===== src/hdl/rcsr_pkg.sv =====
// Purpose: shared constants of the reset-cause and low-speed oscillator status block
// Assumes: 32-bit APB data, byte addresses, one aligned word per register
// Notes:   offsets of the interrupt registers sit right after the status word
package rcsr_pkg;

  // ----------------------------------------------------------------------
  // register map
  // ----------------------------------------------------------------------
  localparam int          ADDR_W        = 12;
  localparam logic [11:0] OFS_CSTS      = 12'h024;
  localparam logic [11:0] OFS_INT_STAT  = 12'h028;
  localparam logic [11:0] OFS_INT_CLR   = 12'h02c;
  localparam logic [11:0] OFS_INT_EN    = 12'h030;

  // ----------------------------------------------------------------------
  // field layout of the status word
  // ----------------------------------------------------------------------
  localparam int          BIT_LSI_EN    = 0;
  localparam int          BIT_LSI_RDY   = 1;
  localparam int          BIT_CAUSE_CLR = 24;
  localparam int          CAUSE_LO      = 26;
  localparam int          NUM_CAUSE     = 6;
  localparam logic [31:0] IRQ_MASK      = 32'hfc00_0002;

  // ----------------------------------------------------------------------
  // values after reset
  // ----------------------------------------------------------------------
  localparam logic [31:0] CSTS_RESET    = 32'h0c00_0000;
  localparam logic [5:0]  CAUSE_POR     = 6'h03;
  localparam logic        LSI_EN_RESET  = 1'b0;
  localparam logic [31:0] INT_RESET     = 32'h0000_0000;

  // ----------------------------------------------------------------------
  // wait states and synchroniser width
  // ----------------------------------------------------------------------
  localparam int          WAIT_B2B      = 2;
  localparam int          WAIT_MAX      = 3;
  localparam int          SYNC_W        = 7;

endpackage


===== src/hdl/rcsr_wait_if.sv =====
// Purpose: handshake between the register file and its wait-state timer
// Assumes: one clock domain
// Notes:   setup and access mirror the two APB phases
`timescale 1ns/100ps
interface rcsr_wait_if;
  logic setup;
  logic access;
  logic ready;

  // the timer answers ready, the register file reports the bus phase
  modport timer
  (
    input  setup,
    input  access,
    output ready
  );
  modport user
  (
    output setup,
    output access,
    input  ready
  );
endinterface


===== src/hdl/rcsr_sync.sv =====
// Purpose: three-stage synchroniser with agreement filter for foreign levels
// Assumes: inputs are slow levels from other clock or reset domains
// Notes:   stage one is read only by stage two
`timescale 1ns/100ps
module rcsr_sync
#(
  parameter int W = rcsr_pkg::SYNC_W
)
(
  input  wire logic         core_clk,
  input  wire logic         rst,
  input  wire logic [W-1:0] din,
  output logic      [W-1:0] dout
);

  logic [W-1:0] s1_r;
  logic [W-1:0] s2_r;
  logic [W-1:0] s3_r;

  // a bit changes only once stages two and three agree
  always_ff @(posedge core_clk)
  begin
    if (rst)
    begin
      s1_r <= '0;
      s2_r <= '0;
      s3_r <= '0;
      dout <= '0;
    end
    else
    begin
      s1_r <= din;
      s2_r <= s1_r;
      s3_r <= s2_r;
      dout <= (s2_r & s3_r) | (dout & (s2_r | s3_r));
    end
  end
endmodule


===== src/hdl/rcsr_wait.sv =====
// Purpose: wait-state timer for back-to-back register accesses
// Assumes: APB phases reported through the wait interface
// Notes:   an isolated access completes without waits
`timescale 1ns/100ps
module rcsr_wait
#(
  parameter int WAITS = rcsr_pkg::WAIT_B2B
)
(
  input  wire logic  core_clk,
  input  wire logic  srst,
  rcsr_wait_if.timer bus
);

  logic [1:0] cnt_r;
  logic       lastDone_r;
  logic       b2b_r;
  wire        waitDone = (cnt_r == 2'(WAITS));

  // refuse wait counts the two-bit counter cannot reach
  if (WAITS < 0 || WAITS > rcsr_pkg::WAIT_MAX)
  begin : g_bad
    $error("rcsr_wait: WAITS out of range");
  end

  // only an access that follows a completion at once pays the waits
  assign bus.ready = bus.access & (~b2b_r | waitDone);

  // count access cycles; the setup cycle records whether it came straight after
  always_ff @(posedge core_clk)
  begin
    if (srst)
    begin
      cnt_r      <= 2'h0;
      lastDone_r <= 1'b0;
      b2b_r      <= 1'b0;
    end
    else
    begin
      lastDone_r <= bus.access & bus.ready;
      if (bus.setup)
      begin
        cnt_r <= 2'h0;
        b2b_r <= lastDone_r;
      end
      else if (bus.access && !waitDone)
      begin
        cnt_r <= cnt_r + 2'h1;
      end
    end
  end
endmodule


===== src/hdl/rcsr_top.sv =====
// Purpose: reset-cause and low-speed internal oscillator status register on APB
// Assumes: srst is the system reset, powerRst the power reset, both synchronous
// Notes:   cause inputs are levels from reset logic outside this clock domain
//
// What this block does
// power reset presents the status word as 0x0c00_0000, pin and power flags set
// system reset clears ordinary bits; cause flags survive it, power reset reloads them to pin and power
// word, half-word and byte access, zero to three waits, waits when back to back
// bit 0 is read-write oscillator enable; one turns it on, zero off
// read-only bit 1 follows the oscillator's stable indication
// writing one to bit 24 clears every cause flag; bit 24 reads back zero
// bit 26 set when the external reset pin resets, kept until cleared
// bit 27 set on power-on or power-down reset, cleared only by bit 24
// bit 28 set on software reset, cleared only by bit 24 or power reset
// bit 29 set on independent watchdog reset, cleared by bit 24
// bit 30 set on window watchdog reset, cleared only by bit 24 or power reset
// bit 31 set on low-power reset, cleared only by bit 24 or power reset
// reserved bits read zero; writing cause bits never sets them
// a cause arriving with a clear write still ends up set
//
// Our own choice: the APB slave port.
`timescale 1ns/100ps
module rcsr_top
#(
  parameter int WAITS = rcsr_pkg::WAIT_B2B
)
(
  input  wire logic        core_clk,
  input  wire logic        srst,
  input  wire logic        powerRst,
  input  wire logic        psel,
  input  wire logic        penable,
  input  wire logic        pwrite,
  input  wire logic [11:0] paddr,
  input  wire logic [31:0] pwdata,
  input  wire logic [3:0]  pstrb,
  output logic      [31:0] prdata,
  output logic             pready,
  output logic             pslverr,
  input  wire logic        lsiStable,
  input  wire logic        extResetPinSeen,
  input  wire logic        powerOnDownSeen,
  input  wire logic        swResetSeen,
  input  wire logic        indepWdogResetSeen,
  input  wire logic        windowWdogResetSeen,
  input  wire logic        lowPowerResetSeen,
  output logic             lsiOscEnable,
  output logic             irq
);

  // ----------------------------------------------------------------------
  // functions
  // ----------------------------------------------------------------------

  // merge write data into a word under the byte strobes
  function automatic logic [31:0] mergeStrb(input logic [31:0] old,
                                            input logic [31:0] wd,
                                            input logic [3:0]  strb);
    logic [31:0] res;
    res = old;
    for (int i = 0; i < 4; i++)
    begin
      if (strb[i])
      begin
        res[8*i +: 8] = wd[8*i +: 8];
      end
    end
    return res;
  endfunction

  // ----------------------------------------------------------------------
  // state
  // ----------------------------------------------------------------------
  logic [5:0]  causeFlags_r;
  logic [5:0]  causeFlags_nxt;
  logic [5:0]  causePrev_r;
  logic        low_speed_internal_osc_enable_r;
  logic [31:0] intStat_r;
  logic [31:0] intStat_nxt;
  logic [31:0] intEn_r;
  logic [31:0] prdata_r;
  logic        irq_r;
  logic        lsiRdyPrev_r;
  logic [6:0]  syncIn;
  logic [6:0]  syncOut;

  rcsr_wait_if waitBus ();

  // ----------------------------------------------------------------------
  // synchronisers for foreign levels
  // ----------------------------------------------------------------------

  // only power reset clears them, so a cause held across a system reset is still seen
  assign syncIn = {lsiStable, lowPowerResetSeen, windowWdogResetSeen,
                   indepWdogResetSeen, swResetSeen, powerOnDownSeen,
                   extResetPinSeen};

  rcsr_sync #(.W(rcsr_pkg::SYNC_W)) u_sync
  (
    .core_clk (core_clk),
    .rst      (powerRst),
    .din      (syncIn),
    .dout     (syncOut)
  );

  wire [5:0] causeLvl = syncOut[5:0];
  wire       lsiRdy   = syncOut[6];

  // ----------------------------------------------------------------------
  // bus decode
  // ----------------------------------------------------------------------

  // phases and address decode
  wire setupPh  = psel & ~penable;
  wire accessPh = psel & penable;
  wire hitCsts  = (paddr == rcsr_pkg::OFS_CSTS);
  wire hitStat  = (paddr == rcsr_pkg::OFS_INT_STAT);
  wire hitClr   = (paddr == rcsr_pkg::OFS_INT_CLR);
  wire hitEn    = (paddr == rcsr_pkg::OFS_INT_EN);
  wire mapped   = hitCsts | hitStat | hitClr | hitEn;
  wire done     = accessPh & waitBus.ready;
  wire wrDone   = done & pwrite & mapped;

  // write strobes per register
  wire wrCsts   = wrDone & hitCsts;
  wire wrClr    = wrDone & hitClr;
  wire wrEn     = wrDone & hitEn;

  // oscillator enable sits in byte lane 0, the cause clear in lane 3
  wire lsiWr    = wrCsts & pstrb[0];
  wire causeClr = wrCsts & pstrb[3] & pwdata[rcsr_pkg::BIT_CAUSE_CLR];

  // ----------------------------------------------------------------------
  // wait states
  // ----------------------------------------------------------------------

  assign waitBus.setup  = setupPh;
  assign waitBus.access = accessPh;

  rcsr_wait #(.WAITS(WAITS)) u_wait
  (
    .core_clk (core_clk),
    .srst     (srst | powerRst),
    .bus      (waitBus)
  );

  // completion and error answer; unmapped addresses answer with an error
  assign pready  = waitBus.ready;
  assign pslverr = waitBus.ready & ~mapped;
  assign prdata  = prdata_r;

  // ----------------------------------------------------------------------
  // reset-cause flags
  // ----------------------------------------------------------------------

  // a cause counts on the rising edge of its synchronised level
  wire [5:0] causeSet = causeLvl & ~causePrev_r;

  // clear first, then set, so an event in the clear cycle survives
  assign causeFlags_nxt = (causeClr ? 6'h00 : causeFlags_r) | causeSet;

  // system reset leaves the flags alone; the bus never writes ones into them
  always_ff @(posedge core_clk)
  begin
    if (powerRst)
    begin
      causeFlags_r <= rcsr_pkg::CAUSE_POR;
      causePrev_r  <= 6'h00;
    end
    else
    begin
      causeFlags_r <= causeFlags_nxt;
      causePrev_r  <= causeLvl;
    end
  end

  // ----------------------------------------------------------------------
  // oscillator enable
  // ----------------------------------------------------------------------

  // ordinary bit: both resets return it to off
  always_ff @(posedge core_clk)
  begin
    if (srst || powerRst)
    begin
      low_speed_internal_osc_enable_r <= rcsr_pkg::LSI_EN_RESET;
    end
    else if (lsiWr)
    begin
      low_speed_internal_osc_enable_r <= pwdata[rcsr_pkg::BIT_LSI_EN];
    end
  end

  assign lsiOscEnable = low_speed_internal_osc_enable_r;

  // ----------------------------------------------------------------------
  // interrupt status, clear and enable
  // ----------------------------------------------------------------------

  // events share the status-word layout; set beats clear
  wire [31:0] evtVec = {causeSet, 24'h000000, lsiRdy & ~lsiRdyPrev_r, 1'b0};
  wire [31:0] clrVec = wrClr ? mergeStrb(32'h0, pwdata, pstrb) : 32'h0;
  assign intStat_nxt = ((intStat_r & ~clrVec) | evtVec) & rcsr_pkg::IRQ_MASK;

  // status follows the flags in surviving a system reset, so a cause is not lost
  always_ff @(posedge core_clk)
  begin
    if (powerRst)
    begin
      intStat_r    <= rcsr_pkg::INT_RESET;
      lsiRdyPrev_r <= 1'b0;
    end
    else
    begin
      intStat_r    <= intStat_nxt;
      lsiRdyPrev_r <= lsiRdy;
    end
  end

  // enable mask and registered interrupt level
  always_ff @(posedge core_clk)
  begin
    if (srst || powerRst)
    begin
      intEn_r <= rcsr_pkg::INT_RESET;
      irq_r   <= 1'b0;
    end
    else
    begin
      if (wrEn)
      begin
        intEn_r <= mergeStrb(intEn_r, pwdata, pstrb) & rcsr_pkg::IRQ_MASK;
      end
      irq_r <= |(intStat_r & intEn_r);
    end
  end

  assign irq = irq_r;

  // ----------------------------------------------------------------------
  // read path
  // ----------------------------------------------------------------------

  // clear bit and reserved bits always read zero
  wire [31:0] cstsRd = {causeFlags_r, 2'b00, 22'h000000,
                        lsiRdy, low_speed_internal_osc_enable_r};
  wire [31:0] rdMux  = hitCsts ? cstsRd    :
                       hitStat ? intStat_r :
                       hitEn   ? intEn_r   : 32'h0;

  // data is captured in the setup cycle and held through the waits
  always_ff @(posedge core_clk)
  begin
    if (srst || powerRst)
    begin
      prdata_r <= 32'h0;
    end
    else if (setupPh)
    begin
      prdata_r <= pwrite ? 32'h0 : rdMux;
    end
  end
endmodule


===== config.mk =====
export PLATFORM = sky130hd
export DESIGN_NAME = rcsr_top
export DESIGN_NICKNAME = d
export VERILOG_FILES = /design/src/hdl/rcsr_pkg.sv /design/src/hdl/rcsr_wait_if.sv /design/src/hdl/rcsr_sync.sv /design/src/hdl/rcsr_wait.sv /design/src/hdl/rcsr_top.sv
export SDC_FILE = /design/constraint.sdc
export NUM_CORES = 1
export LEC_CHECK = 0
export ABC_CLOCK_PERIOD_IN_PS = 5100
export BUFFER_PORTS_ARGS = -buffer_cell sky130_fd_sc_hd__buf_2
export CORE_ASPECT_RATIO = 2
export CORE_MARGIN = 2
export CORE_UTILIZATION = 50
export CTS_CLUSTER_SIZE = 28
export DETAILED_ROUTE_END_ITERATION = 8
export PLACE_DENSITY = 0.8
export SYNTH_ARGS = -nofsm -noshare
export SYNTH_HDL_FRONTEND = slang
export SYNTH_SLANG_ARGS = --single-unit

===== constraint.sdc =====
create_clock -name core_clk -period 5.1 [get_ports core_clk]
set_input_delay 0.51 -clock core_clk [delete_from_list [all_inputs] [get_ports core_clk]]
set_output_delay 0.51 -clock core_clk [all_outputs]
set_load 0.1 [all_outputs]

==> metrics <==
status completed; synth unique cells 39; Period minus WS final 2.45 ns; clk sinks 69; post-synthesis area per instance 8.99 um^2; switch share 30.2%; Detail Route Antenna Nets 0; Routability Congestion 0.835; DR vias/cell 5.31; Mapped Cells 313; Leak 0.00126 uW; DIE HEIGHT 110 um; DRT iter0 DRCs 98; mapped cell area 2820 um^2; Final Hold Fails 0; Reg power frac 51.5%; final net count 421; register area share after synthesis 49.1%; Simple-Gate Fraction of Synth Area 24.1%; Req. time, crit path 4.59 ns; reg2reg start u_wait.cnt_r[0]; Core Area 5420 um^2; Post-synth top flop dfxtp_1; Hold-fix buffers, CTS 0; clock-pin slew on the worst setup and hold paths 0.08 ns; I/O Buffers 47; critical path class in -> out; WHS 0.369 ns; pin count of the biggest net entering global routing 43; Worst setup EP type primary output; Clock Skews 0.00838 ns; Root Buffer clkbuf_8; post-layout util 58.4%; Ys Warns 0; DIE AREA 6280 um^2; die span in x 57.1 um; CTS tree yes; Max VDD drop 0.267 mV; Fmax 0.408 GHz; detailed placement HPWL 4030 um; Worst slew margin 31.1%; cts bufs inserted 9; post-route setup slack 2.65 ns; pre-CTS setup slack 2.36 ns; initial core utilization 51.9%; EDFF count, synth 0; Overflow after GRT 0; post-synthesis register bit count 69; overall power 1070 uW; Rows 38; # diodes 0; worst-margin pin slew 1.02 ns; compound-gate portion of the synthesized area 16.8%; layout cells sized above 1 22.0%; Worst-Skew Late Latency 0.34 ns; Tcrit/Tclk final 48.1%; Internal 744 uW; worst-path maximum fanout 8; # IOs 97; H-tree levels 3; post-CTS setup buffers 0; vias in the first global route 2036; detailed-route via count 2253; unrepaired setup endpoints after global routing false; proportion of synthesized area in mux cells 0%; Post-route DRC 0; aggregate global-route resource usage 18.1%; Comb pwr share 12.3%; async set-reset flop share out of synthesis 0%; area delta synth->final 12.4%; Wirelength per Cell 12.7 um; pwr/cell area 337 nW/um^2; Synth Area in XOR/XNOR 0%; Pre-Repair DR Iteration Count 4; Clk pwr share 36.2%; WP data arrival 1.94 ns; CTS resizes 0; final setup fails 0; initial antenna violation count 0; Hold WC Path Type in -> reg; final wirelength 5380 um; post-synthesis adder-cell area fraction 0.444%; commonest cells after routing, fill and taps aside dfxtp_1 (69), buf_2 (47), nor2b_1 (35); Max Buffers Root-to-Sink 2; Worst Setup Start Kind input port; worst hold start lowPowerResetSeen; TNS Setup 0 ns; first-pass GRT wire length 8660 um; Critical Path Start paddr[11]; sw power 322 uW; Max Cap Violations 0; largest family of logic cells by synthesized area simple AND/OR/NAND/NOR gates; commonest non-fill, non-tap cell in the layout dfxtp_1; Max Slew Vio Count 0
-- cells in the mapped netlist (all sizes together) (3+ instances only) --
cell / n / area, um^2
o21ai: 30 / 150
inv: 8 / 30.0
clkbuf: 10 / 37.5
nor3b: 3 / 22.5
nor2: 5 / 18.8
or4: 7 / 63.8
a22oi: 9 / 67.6
buf: 27 / 200
nor2b: 35 / 219
a31o: 6 / 52.6
o31ai: 3 / 22.5
nand3b: 7 / 52.6
nand2: 30 / 113
nand3: 10 / 50.1
dfxtp: 69 / 1380
a21oi: 24 / 120
nand2b: 6 / 37.5
nor3: 6 / 30.0
-- kinds of logic after synthesis --
kind of cell | after synthesis
compound gates | 79
fa+ha+maj | 1
buf+inv | 45
flops | 69
other cells | 1
simple gates | 118
-- worst max-delay path, cell delays in order --
cell and delay [ns]:
buf_2 0.09, or4_1 0.64, a2111oi_0 0.34, nor2_1 0.06
buf_2 0.30
-- power groups by stage --
stage | Clock [uW] | Sequential [uW] | Combinational (uW)
3_5_place_dp | 0 | 562 | 131
2_1_floorplan | 0 | 561 | 125
6_report | 385 | 549 | 131
4_1_cts | 395 | 549 | 131
3_3_place_gp | 0 | 561 | 130
5_1_grt | 420 | 550 | 138
-- area by class of cell --
cell class / instances / area, um^2
repair buffers: 49 / 250
multi-input cells: 222 / 1250
fillers: 533 / 2260
inverters: 8 / 30.0
clock buffers: 9 / 124
well taps: 60 / 75.1
flip-flops and latches: 69 / 1380
clock inverters: 7 / 50.0
-- metal layers --
metal | vias up | routed length (um) | part of all wire [%] | track usage [%]
met3 | 21 | 200 | 3.7 | 3.03
met4 | 0 | 240 | 4.5 | 14.8
met2 | 72 | 2930 | 54 | 33.1
met5 | - | 0 | 0 | 0
li1 | 1131 | - | - | -
met1 | 1029 | 2010 | 37 | 17.2
-- final timing paths --
kind	to	slack (ns)	cells after the start
min	u_sync.s1_r[5]	0.37	2
min reg2reg	u_sync.s2_r[6]	0.44	1
max reg2reg	causeFlags_r[1]	2.88	6
max	pslverr	2.65	5
-- metrics by stage --
step / instances / area, um^2
2_1_floorplan: 336 / 2900
3_3_place_gp: 408 / 2990
3_5_place_dp: 408 / 2990
4_1_cts: 424 / 3160
5_1_grt: 424 / 3160
6_report: 424 / 3160
-- registers in the layout, indices dropped and copies added, names as in the netlist --
register	flops
prdata	8
u_sync.s2_r	7
u_sync.s3_r	7
causePrev_r	6
u_sync.s1_r	7
intEn_r	7
lsiOscEnable	1
u_wait.cnt_r	2
lsiRdyPrev_r	1
u_wait.lastDone_r	1
u_sync.dout	7
u_wait.b2b_r	1
irq	1
intStat_r	7
causeFlags_r	6
Note: power is estimated with default switching activity, not from simulation.
